## config.mk

```make
export PLATFORM = sky130hd
export DESIGN_NAME = pgt_mask_bank
export DESIGN_NICKNAME = d
export VERILOG_FILES = /design/src/core/pgt_pkg.sv /design/src/core/pgt_sync.sv /design/src/core/pgt_mask_bank.sv
export SDC_FILE = /design/constraint.sdc
export NUM_CORES = 1
export LEC_CHECK = 0
export BUFFER_PORTS_ARGS = -buffer_cell sky130_fd_sc_hd__buf_2
export CAP_MARGIN = 25
export CORE_MARGIN = 2
export CORE_UTILIZATION = 61
export CTS_BUF_LIST = sky130_fd_sc_hd__clkbuf_4
export DETAILED_ROUTE_END_ITERATION = 16
export PLACE_DENSITY = 0.88
export SLEW_MARGIN = 25
export SYNTH_ARGS = -nofsm -noshare
export SYNTH_HDL_FRONTEND = slang
export SYNTH_HIERARCHICAL = 1
export SYNTH_SLANG_ARGS = --single-unit
```

## constraint.sdc

```tcl
create_clock -name clk -period 3.1 [get_ports clk]
set_input_delay 0.93 -clock clk [delete_from_list [all_inputs] [get_ports clk]]
set_output_delay 0.93 -clock clk [all_outputs]
set_load 0.01 [all_outputs]
```

## src/core/pgt_pkg.sv

```systemverilog
// Shared constants and carrier types for the power-good tree mask bank.
// Assumes one 100 MHz clock and a register port fed by the device's I2C slave.
`default_nettype none

package pgt_pkg;

  // Register offsets
  localparam logic [7:0] OUT3_GOOD_MASK_SECOND_OFS   = 8'hAB;
  localparam logic [7:0] MISC_CTRL_PIN_GOOD_MASK_OFS = 8'hAC;
  localparam logic [7:0] TERMINATION_DISCHARGE_OFS   = 8'hAD;

  // Field positions, second output-3 mask register
  localparam int CTRL_IN5_TREE_EXCLUDE_BIT    = 7;
  localparam int CTRL_IN4_TREE_EXCLUDE_BIT    = 6;
  localparam int CTRL_IN2_TREE_EXCLUDE_BIT    = 5;
  localparam int CTRL_IN1_TREE_EXCLUDE_BIT    = 4;
  localparam int TERM_LDO_TREE_EXCLUDE_BIT    = 3;
  localparam int SHARED_RAIL_TREE_EXCLUDE_BIT = 2;
  localparam int LOAD_SWITCH_B1_EXCLUDE_BIT   = 1;
  localparam int AUX_LDO3_TREE_EXCLUDE_BIT    = 0;

  // Field positions, miscellaneous control-pin mask register
  localparam int OUT3_CTRL_IN6_EXCLUDE_BIT = 7;
  localparam int OUT3_CTRL_IN3_EXCLUDE_BIT = 6;
  localparam int OUT2_CTRL_IN6_EXCLUDE_BIT = 5;
  localparam int OUT2_CTRL_IN3_EXCLUDE_BIT = 4;
  localparam int OUT4_CTRL_IN6_EXCLUDE_BIT = 3;
  localparam int OUT4_CTRL_IN3_EXCLUDE_BIT = 2;
  localparam int OUT1_CTRL_IN6_EXCLUDE_BIT = 1;
  localparam int OUT1_CTRL_IN3_EXCLUDE_BIT = 0;

  // Field position, termination discharge register
  localparam int TERM_DISCHARGE_SEL_BIT = 4;

  // Values held while reset is asserted: everything excluded, no discharge
  localparam logic [7:0] MASK_RESET_VALUE  = 8'hFF;
  localparam logic [7:0] DISCH_RESET_VALUE = 8'h00;
  localparam logic [7:0] UNMAPPED_READ     = 8'h00;

  // Pin synchroniser depth
  localparam int SYNC_STAGES = 3;

  typedef struct packed {
    logic [7:0] addr;
    logic [7:0] wdata;
    logic       wr;
    logic       rd;
  } pgt_reg_req_t;

  // Factory configuration image for the three registers
  typedef struct packed {
    logic [7:0] out3_mask2;
    logic [7:0] misc_mask;
    logic [7:0] term_disch;
  } pgt_otp_t;

  // Asynchronous tree members: control pins and rail good flags
  typedef struct packed {
    logic ctrl_in6;
    logic ctrl_in5;
    logic ctrl_in4;
    logic ctrl_in3;
    logic ctrl_in2;
    logic ctrl_in1;
    logic term_good;
    logic shared_good;
    logic b1_good;
    logic ldo3_good;
  } pgt_pins_t;

  localparam int PINS_W = $bits(pgt_pins_t);

  typedef struct packed {
    logic good_output_4;
    logic good_output_3;
    logic good_output_2;
    logic good_output_1;
  } pgt_good_out_t;

endpackage

`default_nettype wire

```

## src/core/pgt_sync.sv

```systemverilog
// Three-stage synchroniser with agreement filter for asynchronous inputs.
// Assumes inputs may change at any time relative to clk.
`default_nettype none

module pgt_sync #(
  parameter int WIDTH = 1
) (
  input  wire logic             clk,    // System clock
  input  wire logic             rst_b,  // Async reset, active low
  input  wire logic [WIDTH-1:0] din,    // Raw asynchronous inputs
  output logic      [WIDTH-1:0] dout    // Filtered synchronous level
);
  import pgt_pkg::*;

  logic [WIDTH-1:0] stage1;
  logic [WIDTH-1:0] stage2;
  logic [WIDTH-1:0] stage3;
  wire  [WIDTH-1:0] agree = ~(stage2 ^ stage3);
  wire  [WIDTH-1:0] next_dout = (agree & stage3) | (~agree & dout);

  // Stage one feeds stage two only; the filter looks at two and three
  always_ff @(posedge clk or negedge rst_b)
  begin
    if (!rst_b)
    begin
      stage1 <= '0;
      stage2 <= '0;
      stage3 <= '0;
      dout   <= '0;
    end
    else
    begin
      stage1 <= din;
      stage2 <= stage1;
      stage3 <= stage2;
      dout   <= next_dout;
    end
  end

endmodule

`default_nettype wire

```

## src/core/pgt_mask_bank.sv

```systemverilog
// Power-good tree mask bank: three registers and the tree gating they steer.
// Assumes the I2C slave presents single-cycle read and write strobes, and that
// the factory configuration image is stable from reset release onward.
`default_nettype none

module pgt_mask_bank (
  input  wire logic                   clk,                // 100 MHz clock
  input  wire logic                   rst_b,              // Async reset, active low
  input  wire pgt_pkg::pgt_reg_req_t  reg_req,            // Register access from I2C slave
  output logic [7:0]                  reg_rdata,          // Read data, registered
  output logic                        reg_rvalid,         // Read data valid pulse
  input  wire pgt_pkg::pgt_otp_t      otp_cfg,            // Factory configuration image
  input  wire pgt_pkg::pgt_pins_t     tree_pins,          // Asynchronous tree members
  input  wire logic [3:0]             other_tree_good,    // Rest of each tree, outputs 4..1
  output pgt_pkg::pgt_good_out_t      good_out,           // Power-good outputs 4..1
  output logic                        term_discharge_sel, // Termination discharge on
  output logic                        cfg_loaded          // Factory image loaded
);
  import pgt_pkg::*;

  typedef enum logic {ST_LOAD, ST_RUN} pgt_state_t;

  pgt_state_t    state;
  logic [7:0]    out3_good_mask_second;
  logic [7:0]    misc_ctrl_pin_good_mask;
  logic [7:0]    termination_discharge_ctrl;
  pgt_pins_t     pins_f;
  logic [PINS_W-1:0] pins_vec;

  pgt_sync #(
    .WIDTH (PINS_W)
  ) u_sync (
    .clk   (clk),
    .rst_b (rst_b),
    .din   (tree_pins),
    .dout  (pins_vec)
  );

  assign pins_f = pgt_pins_t'(pins_vec);

  // Address decode
  wire hit_mask2 = (reg_req.addr == OUT3_GOOD_MASK_SECOND_OFS);
  wire hit_misc  = (reg_req.addr == MISC_CTRL_PIN_GOOD_MASK_OFS);
  wire hit_disch = (reg_req.addr == TERMINATION_DISCHARGE_OFS);
  wire running   = (state == ST_RUN);
  wire wr_mask2  = running && reg_req.wr && hit_mask2;
  wire wr_misc   = running && reg_req.wr && hit_misc;
  wire wr_disch  = running && reg_req.wr && hit_disch;

  logic [7:0] read_mux;
  always_comb
  begin
    if (hit_mask2)
      read_mux = out3_good_mask_second;
    else if (hit_misc)
      read_mux = misc_ctrl_pin_good_mask;
    else if (hit_disch)
      read_mux = termination_discharge_ctrl;
    else
      read_mux = UNMAPPED_READ;
  end

  // Reserved bits are stored as written; software must copy the factory values
  wire [7:0] next_disch = reg_req.wdata;

  // Async reset takes constants; the factory image is sampled on the first
  // edge after release, so a strap that settles late is still caught.
  always_ff @(posedge clk or negedge rst_b)
  begin
    if (!rst_b)
    begin
      state                      <= ST_LOAD;
      out3_good_mask_second      <= MASK_RESET_VALUE;
      misc_ctrl_pin_good_mask    <= MASK_RESET_VALUE;
      termination_discharge_ctrl <= DISCH_RESET_VALUE;
    end
    else
    begin
      case (state)
        ST_LOAD:
        begin
          out3_good_mask_second      <= otp_cfg.out3_mask2;
          misc_ctrl_pin_good_mask    <= otp_cfg.misc_mask;
          termination_discharge_ctrl <= otp_cfg.term_disch;
          state                      <= ST_RUN;
        end
        ST_RUN:
        begin
          if (wr_mask2)
            out3_good_mask_second <= reg_req.wdata;
          if (wr_misc)
            misc_ctrl_pin_good_mask <= reg_req.wdata;
          if (wr_disch)
            termination_discharge_ctrl <= next_disch;
        end
        default:
          state <= ST_LOAD;
      endcase
    end
  end

  always_ff @(posedge clk or negedge rst_b)
  begin
    if (!rst_b)
    begin
      reg_rdata  <= UNMAPPED_READ;
      reg_rvalid <= 1'b0;
    end
    else
    begin
      reg_rvalid <= running && reg_req.rd;
      if (running && reg_req.rd)
        reg_rdata <= read_mux;
    end
  end

  // A member passes when it is good or its exclude bit is set
  wire [7:0] m2 = out3_good_mask_second;
  wire [7:0] mc = misc_ctrl_pin_good_mask;
  wire pass_c5  = pins_f.ctrl_in5    | m2[CTRL_IN5_TREE_EXCLUDE_BIT];
  wire pass_c4  = pins_f.ctrl_in4    | m2[CTRL_IN4_TREE_EXCLUDE_BIT];
  wire pass_c2  = pins_f.ctrl_in2    | m2[CTRL_IN2_TREE_EXCLUDE_BIT];
  wire pass_c1  = pins_f.ctrl_in1    | m2[CTRL_IN1_TREE_EXCLUDE_BIT];
  wire pass_tt  = pins_f.term_good   | m2[TERM_LDO_TREE_EXCLUDE_BIT];
  wire pass_sh  = pins_f.shared_good | m2[SHARED_RAIL_TREE_EXCLUDE_BIT];
  wire pass_b1  = pins_f.b1_good     | m2[LOAD_SWITCH_B1_EXCLUDE_BIT];
  wire pass_l3  = pins_f.ldo3_good   | m2[AUX_LDO3_TREE_EXCLUDE_BIT];
  wire o3_c6    = pins_f.ctrl_in6    | mc[OUT3_CTRL_IN6_EXCLUDE_BIT];
  wire o3_c3    = pins_f.ctrl_in3    | mc[OUT3_CTRL_IN3_EXCLUDE_BIT];
  wire o2_c6    = pins_f.ctrl_in6    | mc[OUT2_CTRL_IN6_EXCLUDE_BIT];
  wire o2_c3    = pins_f.ctrl_in3    | mc[OUT2_CTRL_IN3_EXCLUDE_BIT];
  wire o4_c6    = pins_f.ctrl_in6    | mc[OUT4_CTRL_IN6_EXCLUDE_BIT];
  wire o4_c3    = pins_f.ctrl_in3    | mc[OUT4_CTRL_IN3_EXCLUDE_BIT];
  wire o1_c6    = pins_f.ctrl_in6    | mc[OUT1_CTRL_IN6_EXCLUDE_BIT];
  wire o1_c3    = pins_f.ctrl_in3    | mc[OUT1_CTRL_IN3_EXCLUDE_BIT];

  wire tree3 = pass_c5 & pass_c4 & pass_c2 & pass_c1 & pass_tt & pass_sh
             & pass_b1 & pass_l3 & o3_c6 & o3_c3;

  // Outputs held low until the factory masks are in place, so a glitch of
  // the reset-time all-excluded masks never reports power good.
  pgt_good_out_t next_good;
  always_comb
  begin
    next_good.good_output_1 = running & other_tree_good[0] & o1_c6 & o1_c3;
    next_good.good_output_2 = running & other_tree_good[1] & o2_c6 & o2_c3;
    next_good.good_output_3 = running & other_tree_good[2] & tree3;
    next_good.good_output_4 = running & other_tree_good[3] & o4_c6 & o4_c3;
  end

  always_ff @(posedge clk or negedge rst_b)
  begin
    if (!rst_b)
      good_out <= '0;
    else
      good_out <= next_good;
  end

  assign term_discharge_sel = termination_discharge_ctrl[TERM_DISCHARGE_SEL_BIT];
  assign cfg_loaded         = running;
endmodule

`default_nettype wire

```

* After elaboration in Yosys (flattened, before gate mapping) *
Index checks and enable logic that the tools add are counted.

operators by class
  eq/ne operators = 6
  mux-type cells = 9
  bitwise operators = 43
  reductions and logical operators = 5

operators by type and width
  cell                                                    number
  2-to-1 mux 8 bit                                        6
  one-hot mux 8 bit (2 select lines)                      3
  equality test 8 bit (second input constant)             3
  AND 1 bit                                               20
  AND 10 bit                                              2
  inverter 10 bit                                         2
  bitwise OR 1 bit                                        16
  bitwise OR 10 bit                                       1
  XOR 10 bit                                              1
  inequality test 2 x 1 -> 1 bit (second input constant)  3
  logical AND 1 bit                                       5
  inverter 1 bit                                          1

word-level totals
  bits in registers = 78

* Logic depth before layout (Yosys ltp) *
Gate-level depths: netlist (run 1).

  depth in word-level cells = 11
  mapped depth = 6

* Hierarchy *
Netlist (run 1), hierarchy kept.

by module, submodules not included
  module         times used  cells each  area each (µm²)
  pgt_mask_bank  1           248         2333.5
  pgt_sync       1           50          1113.6

* Worst setup path before layout (run 1) *
Ideal clock, no wire load.

  path kind = in2reg
  start point = in reg_req[17] (netlist name)
  end point = reg termination_discharge_ctrl[4]
  setup time = 0.141 ns
  arrival = 1.747 ns
  required time = 2.959 ns
  path slack = 1.211 ns
  stages on the path = 6
  cells stage by stage = buf_2 nand2b_1 clkbuf_1 buf_2 o31ai_1 a31oi_1

between the ends
  longest elaborated chain between the ends = 3

ends and longest elaborated chain
  item                                      RTL line             RTL
  from (decl)                               pgt_mask_bank.sv:9   input wire pgt_pkg::pgt_reg_req_t reg_req,
  equality test 8 bit                       pgt_mask_bank.sv:44  wire hit_disch = (reg_req.addr == TERMINATION_DISCHARGE_OFS);
  logical AND 1 bit                         pgt_mask_bank.sv:48  wire wr_disch = running && reg_req.wr && hit_disch;
  inequality test 2 x 1 -> 1 bit (no line)  --
  to (signal assigned)                      pgt_mask_bank.sv:84  termination_discharge_ctrl <= otp_cfg.term_disch;
  to (signal assigned)                      pgt_mask_bank.sv:94  termination_discharge_ctrl <= next_disch;
  to (decl)                                 pgt_mask_bank.sv:26  logic [7:0] termination_discharge_ctrl;

Every way passes these cells.
A chain may end at the register's enable or synchronous reset.

* Final worst setup path (run 1) *
  start point = reg state, in the netlist cfg_loaded
  end point = out cfg_loaded

RTL lines
  item                    RTL line             RTL
  from (decl)             pgt_mask_bank.sv:23  pgt_state_t state;
  from (signal assigned)  pgt_mask_bank.sv:72  state <= ST_LOAD;
  from (signal assigned)  pgt_mask_bank.sv:85  state <= ST_RUN;
  from (signal assigned)  pgt_mask_bank.sv:97  state <= ST_LOAD;
  to (decl)               pgt_mask_bank.sv:17  output logic cfg_loaded

No word-level cell between the ends.

==> flow_summary.toml, run 1 <==
[outcome]
status = "finished clean"

[clock_network]
cts_sinks = 78
htree_levels = 3
cts_resized = 0
insertion_delay_ns = 0.42
clk_pin_slew_worst_paths_ns = 0.12
cts_buffers = 9
cts_root_buf = "clkbuf_4"
cts_tree = "built"
ctsHoldBuffers = 0
clockBufferDepth = 2
post_cts_buffers = 0

[finish]
drive_gt1_share_pct = 34.63
nNetsFinal = 414
antenna_cells = 0
fin_cells = 433
area_delta_synth_final_pct = 14.81

[floorplan]
start_util_pct = 62.99
rows = 27
die_y_um = 79.17
fp.dieArea_sq_um = 6268
core_sq_um = 5473
fp.dieW_um = 79.17
ios = 73

[power_and_ir_drop]
p_leak_nw = 1.728
internal-power_mw = 1.525
clkPwrFrac_pct = 33.0
powerDensity_nw_per_um2 = 519.5
p_sw_uw = 530.6
irDropWorstVdd_uv = 347.8
p_sw_share_pct = 25.81
p_comb_share_pct = 11.3
pwr-share-seq_pct = 55.8

[sta]
slew_violations = 0
setup_violations = 0
setup-tns-final_ns = 0
clock_skew_ns = 0.01508
report.final.hold_viol_count = 0
rsz0062_at_grt = "no"
setup_ws_ns = 0.9028
min_period_ns = 2.197
period_share_pct = 70.88
hold-worst-slack_ns = 0.3613
relSlewSlack_pct = 36.10
worst_pin_slew_ns = 0.9585
fmax_ghz = 0.4551

[yosys]
synthFlopType = "dfrtp_1"
ys_types = 32
yosysWarnings = 6
synth_edf_count = 0
yosys.area.top_type = "dfrtp_1"
synth_common_cells = "dfrtp_1, o31ai_1, nor2_1"
syn_area_sq_um = 3447
async_reset_ff_share_pct = 100.0
netlist_top_cells_area = "dfrtp_1, dfstp_2, o31ai_1, and4b_1, a31oi_1"
synth_most_common_cell = "dfrtp_1"
seq_area_frac_synth_pct = 57.21
syn_avg_cell_area_sq_um = 11.57
ys_seq_elements = 78
syn_inst = 298
synth.net_count = 356
yosys.area.top_type_share_pct = 45.01

[global_route]
track_usage_pct = 27.30
antenna_found_initial = 0
grt_pass1_wl_um = 12960
grt_pass1_vias = 2701
grt_max_degree = 79
grt.overflow.total = 0

[routing]
drt-pass1-iter-count = 5
top_layer_used = "met4"
drc = 0
totalWireLength_um = 7794
route.met3.wl_um = 703
met1_length_um = 3204
routedWlPerCell_um = 18.00
wl_met2_um = 3670
avgViaCountPerCell = 6.231
vias = 2698
dr.first_iter.drc_count = 272
final_antenna_net_count = 0

[place]
gp_congestion = 0.8896
place_ws_ns = 0.6333
dp_hpwl_um = 5225
io_buffers = 72
dp_cells = 416

[worst_setup_path]
critical_path_buf_inv_count = 1
slowest_delay_ns = 0.63
path_class = "flip-flop to primary output"
crit_slowest_cell = "dfrtp_1"
start_kind = "flip-flop"
worstPathMaxFanout = 13
critPathCaptureType = "primary output"
critPathArrivalTime_ns = 1.27
critPathTopFamily = "flip-flops"
crit_path_cell_trace = "buf_2"
critPathRequiredTime_ns = 2.17

[run]
drv_cap = 0

[worst_hold_path]
hold_class = "flip-flop to flip-flop"
[metrics by stage]
step | total power [mW] | instance area (sq um) | utilization [%]
after floorplan | 1.289 | 3447 | -
after global placement | 1.379 | 3766 | 68.82
after detailed placement | 1.389 | 3766 | 68.82
after CTS | 2.064 | 3930 | 71.81
after global routing | 2.156 | 3958 | 72.31
final | 2.056 | 3958 | 72.31
[routing by layer]
layer | vias up | track usage (%)
met5 | - | 0
met4 | 0 | 10.69
met3 | 25 | 7.841
met2 | 152 | 42.63
met1 | 1269 | 36.32
li1 | 1252 | -
[power groups by stage]
stage / logic (mW) / clock network [mW] / registers [mW]
global placement: 0.216 / 0 / 1.16
detailed placement: 0.224 / 0 / 1.16
finish: 0.232 / 0.677 / 1.15
CTS: 0.226 / 0.691 / 1.15
floorplan: 0.139 / 0 / 1.15
global route: 0.258 / 0.743 / 1.16
[cell type report]
type | instances | area, sq um
clock buffer | 9 | 67.56
sequential | 78 | 1972
multi-input combinational | 190 | 1315
timing repair buffer | 76 | 412.9
tap | 72 | 90.09
inverter | 1 | 3.754
fill | 408 | 1515
clock inverter | 7 | 96.34
[worst reg2reg max path, delay by kind of cell, from the launching register on]
family | cells | cell delay [ns]
flops | 1 | 0.63
compound gates | 2 | 0.35
simple gates | 1 | 0.32
buf+inv | 1 | 0.28
[placed cells by master, fill, tap and decap left out, types with 2 or more instances in the layout]
cell,instances
maj3_2,10
nor2_1,28
o22ai_1,7
buf_4,4
nand4_1,24
bufinv_16,2
nand2_1,13
and2_1,8
a31oi_1,24
buf_2,71
and4b_1,16
a211oi_2,2
dfstp_2,16
o31ai_2,2
a211oi_1,6
o21ai_1,6
clkbuf_4,9
o31ai_1,30
o21ai_0,2
nand3b_4,2
clkinvlp_4,2
dfrtp_1,62
[path summary, 6_finish.rpt]
kind,startpoint,endpoint,slack [ns],cells after the start
worst max-delay path,cfg_loaded,cfg_loaded,0.90,1
worst min register to register,u_sync/stage1[8],u_sync/stage2[8],0.36,0
min in group asynchronous,rst_b,termination_discharge_ctrl[4],0.41,1
worst min-delay path,u_sync/stage1[8],u_sync/stage2[8],0.36,0
worst max register to register,cfg_loaded,reg_rdata[1],1.43,4
max in group asynchronous,rst_b,mc[4],2.06,2
[logic make-up after synthesis]
| kind of cell | count (synthesis) | synth area share, % |
|---|---|---|
| buffers and inverters | 30 | 4.646 |
| DFF | 78 | 57.21 |
| other | 1 | 0.1088 |
| AOI/OAI and AO/OA | 80 | 16.30 |
| adders and majority gates | 10 | 3.267 |
| and+or+nand+nor | 99 | 18.48 |
(Power assumes the default switching activity.)
==> inputs of run 2 (changes only) <==
--- a/config.mk
+++ b/config.mk
@@ -8,10 +8,10 @@
 export BUFFER_PORTS_ARGS = -buffer_cell sky130_fd_sc_hd__buf_2
 export CAP_MARGIN = 25
 export CORE_MARGIN = 2
-export CORE_UTILIZATION = 61
+export CORE_UTILIZATION = 56
 export CTS_BUF_LIST = sky130_fd_sc_hd__clkbuf_4
 export DETAILED_ROUTE_END_ITERATION = 16
-export PLACE_DENSITY = 0.88
+export PLACE_DENSITY = 0.82
 export SLEW_MARGIN = 25
 export SYNTH_ARGS = -nofsm -noshare
 export SYNTH_HDL_FRONTEND = slang
==> constraint.sdc (replaced) <==
create_clock -name clk -period 2.1 [get_ports clk]
set_input_delay 0.63 -clock clk [delete_from_list [all_inputs] [get_ports clk]]
set_output_delay 0.63 -clock clk [all_outputs]
set_load 0.01 [all_outputs]
==> flow_summary.toml, run 2 (synthesized netlist as in run 1, its figures left out) <==
[finish]
antenna_cells = 0
fill_cells = 440
drive_gt1_share_pct = 36.14
finalInstanceArea_sq_um = 4013
layout_common_cells = "buf_2, dfrtp_1, o31ai_1"
final_common_cell = "buf_2"
final_core_util_pct = 67.77
nNetsFinal = 421
area_delta_synth_final_pct = 16.41

[routing]
drc = 0
vias = 2780
routedWlPerCell_um = 18.34
avgViaCountPerCell = 6.275
final_antenna_net_count = 0
dr.first_iter.drc_count = 236
totalWireLength_um = 8125
drt-pass1-iter-count = 5

[sta]
report.final.hold_viol_count = 0
rsz0062_at_grt = "no"
setup_ws_ns = 0.2716
slew_violations = 0
fmax_ghz = 0.5469
setup_violations = 0
clock_skew_ns = 0.008056
period_share_pct = 87.07
setup-tns-final_ns = 0
min_period_ns = 1.828

[worst_setup_path]
crit_slowest_cell = "dfrtp_1"
worstPathMaxFanout = 10
slowest_delay_ns = 0.59
critPathArrivalTime_ns = 1.20
critical_path_buf_inv_count = 1
critPathRequiredTime_ns = 1.47
rrSetupSlack_ns = 0.50
start_kind = "flip-flop"
critPathCaptureType = "primary output"
crit_path_cell_trace = "buf_2"
path_class = "flip-flop to primary output"
critPathTopFamily = "flip-flops"

[clock_network]
cts_root_buf = "clkbuf_4"
cts_resized = 0
cts_tree = "built"
cts_buffers = 9
post_cts_buffers = 0
clk_pin_slew_worst_paths_ns = 0.12
ctsHoldBuffers = 0
insertion_delay_ns = 0.41
clockBufferDepth = 2
cts_sinks = 78
htree_levels = 3

[power_and_ir_drop]
p_leak_nw = 1.764
finalPower_mw = 3.086
irDropWorstVdd_uv = 527.8
powerDensity_nw_per_um2 = 769.1

[place]
gp_congestion = 0.9213
dp_hpwl_um = 5677
placed_cell_area_sq_um = 3842
place_ws_ns = 0.1330
io_buffers = 72

[floorplan]
start_util_pct = 58.22
fp.dieArea_sq_um = 6799
rows = 28
die_y_um = 82.46
core_sq_um = 5921
fp.dieW_um = 82.46
ios = 73

[global_route]
grt.overflow.total = 0
grt_max_degree = 79
track_usage_pct = 25.99
antenna_found_initial = 0
grt_pass1_vias = 2575
grt_pass1_wl_um = 12900

[outcome]
status = "finished clean"

[worst_hold_path]
hold_class = "input port to async pin"

[run]
drv_cap = 0
==> run 2: cell types whose count changed in the layout (fill, tap and decap cells not counted), sizes merged <==
cell	before	now
buf	76	83
clkbuf	9	10
clkinv	2	1
==> run 2: per-stage QoR <==
step | std cells | hold slack (ns)
after floorplan | 298 | 0.3312
after global placement | 427 | 0.3322
after detailed placement | 427 | 0.3347
after CTS | 443 | 0.2159
after global routing | 443 | 0.2227
final | 443 | 0.1974
==> run 2: area by class of cell <==
cell class | count | area, sq um | area share (%)
Inverter | 1 | 3.754 | 0.09355
Clock buffer | 10 | 75.07 | 1.871
Sequential cell | 78 | 1972 | 49.14
Clock inverter | 6 | 95.09 | 2.370
Multi-Input combinational cell | 190 | 1315 | 32.77
Tap cell | 75 | 93.84 | 2.339
Timing Repair Buffer | 83 | 457.9 | 11.41
==> run 2: final timing paths <==
path	cells after the start	endpoint	from
max	1	cfg_loaded	cfg_loaded
min	2	termination_discharge_ctrl[4]	rst_b
max reg2reg	4	reg_rdata[1]	cfg_loaded
min reg2reg	0	u_sync/stage2[1]	u_sync/stage1[1]
max in group asynchronous	2	mc[6]	rst_b
min in group clk	1	u_sync/stage1[5]	tree_pins[5]
==> run 2: metal layers <==
layer | routed length, um | vias up | track usage (%)
met4 | 197 | 0 | 11.83
li1 | - | 1268 | -
met3 | 629 | 18 | 5.326
met2 | 3713 | 142 | 37.10
met1 | 3584 | 1352 | 38.27
met5 | 0 | - | 0
==> run 2: power by group <==
part / switching [mW] / internal [mW] / leakage (nW)
Clock: 0.534 / 0.506 / 0.0847
Combinational: 0.194 / 0.152 / 0.765
Sequential: 0.0790 / 1.62 / 0.914
Total: 0.807 / 2.28 / 1.76
==> inputs of run 3 (changes only) <==
--- a/config.mk
+++ b/config.mk
@@ -11,9 +11,8 @@
 export CORE_UTILIZATION = 56
 export CTS_BUF_LIST = sky130_fd_sc_hd__clkbuf_4
 export DETAILED_ROUTE_END_ITERATION = 16
-export PLACE_DENSITY = 0.82
+export PLACE_DENSITY = 0.81
 export SLEW_MARGIN = 25
 export SYNTH_ARGS = -nofsm -noshare
 export SYNTH_HDL_FRONTEND = slang
-export SYNTH_HIERARCHICAL = 1
 export SYNTH_SLANG_ARGS = --single-unit
==> flow_summary.toml, run 3 <==
[sta]
period_share_pct = 85.78
fmax_ghz = 0.5551
relSlewSlack_pct = 53.53
clock_skew_ns = 0.02455
report.final.hold_viol_count = 0
setup-tns-final_ns = 0
worst_pin_slew_ns = 0.6963
rsz0062_at_grt = "no"
min_period_ns = 1.801
slew_violations = 0
setup_violations = 0

[clock_network]
htree_levels = 3
cts_tree = "built"
post_cts_buffers = 0
clockBufferDepth = 2
cts_buffers = 9
clk_pin_slew_worst_paths_ns = 0.14
ctsHoldBuffers = 0
insertion_delay_ns = 0.44
cts_root_buf = "clkbuf_4"
cts_sinks = 78
cts_resized = 0

[finish]
final_common_cell = "buf_2"
multiInputGateArea_sq_um = 1361
drive_gt1_share_pct = 31.32
fill_cells = 481
finalInstanceArea_sq_um = 4058
ff_latch_area_sq_um = 1972
antenna_cells = 0
layout_common_cells = "buf_2, dfrtp_1, nor2_1"
nNetsFinal = 433
area_delta_synth_final_pct = 16.19

[worst_setup_path]
rrSetupSlack_ns = 0.58
start_kind = "flip-flop"
crit_path_cell_trace = "buf_4 -> buf_2"
critPathArrivalTime_ns = 1.17
crit_slowest_cell = "dfrtp_1"
path_class = "flip-flop to primary output"
critPathCaptureType = "primary output"
r2r_end = "good_out[2]"
rr_startpoint = "mc[7]"
critPathTopFamily = "flip-flops"
critPathRequiredTime_ns = 1.47
slowest_delay_ns = 0.41
worstPathMaxFanout = 16
critical_path_buf_inv_count = 2
r2r_cells = 3

[power_and_ir_drop]
p_sw_share_pct = 27.77
pwr-share-seq_pct = 56.3
p_sw_uw = 844.9
internal-power_mw = 2.197
p_comb_share_pct = 13.5
powerDensity_nw_per_um2 = 749.7
irDropWorstVdd_uv = 579.2
p_leak_nw = 1.663
finalPower_mw = 3.042
clkPwrFrac_pct = 30.3

[yosys]
synthFlopType = "dfrtp_1"
syn_area_sq_um = 3492
ys_types = 34
ys_seq_elements = 78
yosysWarnings = 0
synth.net_count = 371
yosys.area.top_type_share_pct = 44.43
syn_inst = 313
synth_most_common_cell = "dfrtp_1"
synth_common_cells = "dfrtp_1, nor2_1, a31oi_1"
synth_edf_count = 0
yosys.area.top_type = "dfrtp_1"
netlist_top_cells_area = "dfrtp_1, dfstp_2, a31oi_1, nor2_1, o31ai_1"
syn_avg_cell_area_sq_um = 11.16
async_reset_ff_share_pct = 100.0
seq_area_frac_synth_pct = 56.47

[floorplan]
fp.dieArea_sq_um = 6883
fp.dieW_um = 82.97
start_util_pct = 58.29
die_y_um = 82.97
ios = 73
rows = 28
core_sq_um = 5991

[routing]
drt-pass1-iter-count = 5
final_antenna_net_count = 0
drc = 0
vias = 2909
routedWlPerCell_um = 19.20
dr.first_iter.drc_count = 271
avgViaCountPerCell = 6.393
totalWireLength_um = 8735

[global_route]
track_usage_pct = 26.66
grt_max_degree = 39
grt.overflow.total = 0
antenna_found_initial = 0
grt_pass1_wl_um = 14510
grt_pass1_vias = 2838

[place]
placed_cell_area_sq_um = 3913
gp_congestion = 0.8229
io_buffers = 72
dp_hpwl_um = 6040

[run]
drv_cap = 0

[outcome]
status = "finished clean"

[worst_hold_path]
hold_class = "input port to async pin"
run 3: cell count changes in the layout (fill, tap and decap cells not counted), sizes merged, moves of 9 or more:
cell / previous run / this run
and4b: 16 / 0
nor4bb: 0 / 9
nand2: 13 / 4
o31ai: 32 / 16
run 3: worst register-to-register path, cell delays in order (launching register included):
cell,delay [ns]
dfstp_2,0.58
o22ai_1,0.10
or4_1,0.55
nor3_1,0.19
run 3: final cells by class:
cell class                 count  area share, %
sequential                    78          48.60
multi-input combinational    199          33.55
timing repair buffer          83          11.59
tap                           75          2.313
clock buffer                  10          1.850
clock inverter                 6          1.727
inverter                       4         0.3700
run 3: kinds of logic (layout without fill, tap and decap cells):
group                      after synthesis  count (layout)  share of synthesized area, %
AOI/OAI and AO/OA                       88              88                         17.81
and+or+nand+nor                        100             100                         17.77
buffers and inverters                   36             103                         4.980
adders and majority gates               10              10                         2.866
other                                    1               1                        0.1074
DFF                                     78              78                         56.47
run 3: worst max-delay path by stage:
stage                startpoint      endpoint  slack [ns]  cells after the start
global route         cfg_loaded    cfg_loaded        0.24                      2
global placement    reg_req[16]  reg_rdata[7]        0.22                      5
floorplan           reg_req[14]  reg_rdata[4]        0.53                      5
finish               cfg_loaded    cfg_loaded        0.30                      2
CTS                  cfg_loaded    cfg_loaded        0.28                      2
detailed placement  reg_req[16]  reg_rdata[7]        0.20                      5
run 3: per-stage QoR:
step / utilization (%) / setup slack, ns / cells / hold WS (ns)
finish: 67.73 / 0.2986 / 455 / 0.09352
global route: 67.73 / 0.2382 / 455 / 0.1127
CTS: 67.73 / 0.2801 / 455 / 0.1039
detailed placement: 65.31 / 0.1973 / 439 / 0.3403
global placement: 65.31 / 0.2163 / 439 / 0.3312
floorplan: - / 0.5289 / 313 / 0.3312
run 3: power by group through the flow:
| stage | combinational (mW) | sequential [mW] | clock (mW) |
|---|---|---|---|
| floorplan | 0.222 | 1.73 | 0 |
| global placement | 0.399 | 1.73 | 0 |
| detailed placement | 0.409 | 1.74 | 0 |
| CTS | 0.410 | 1.71 | 0.938 |
| global route | 0.455 | 1.73 | 1.00 |
| finish | 0.409 | 1.71 | 0.921 |
run 3: metal layers:
metal,GRT usage (%),vias to the layer above,share of wire [%]
met5,0,-,0
met4,9.985,0,2.4
met3,5.865,25,6.8
met2,39.52,146,48
met1,38.79,1408,43
li1,-,1330,-
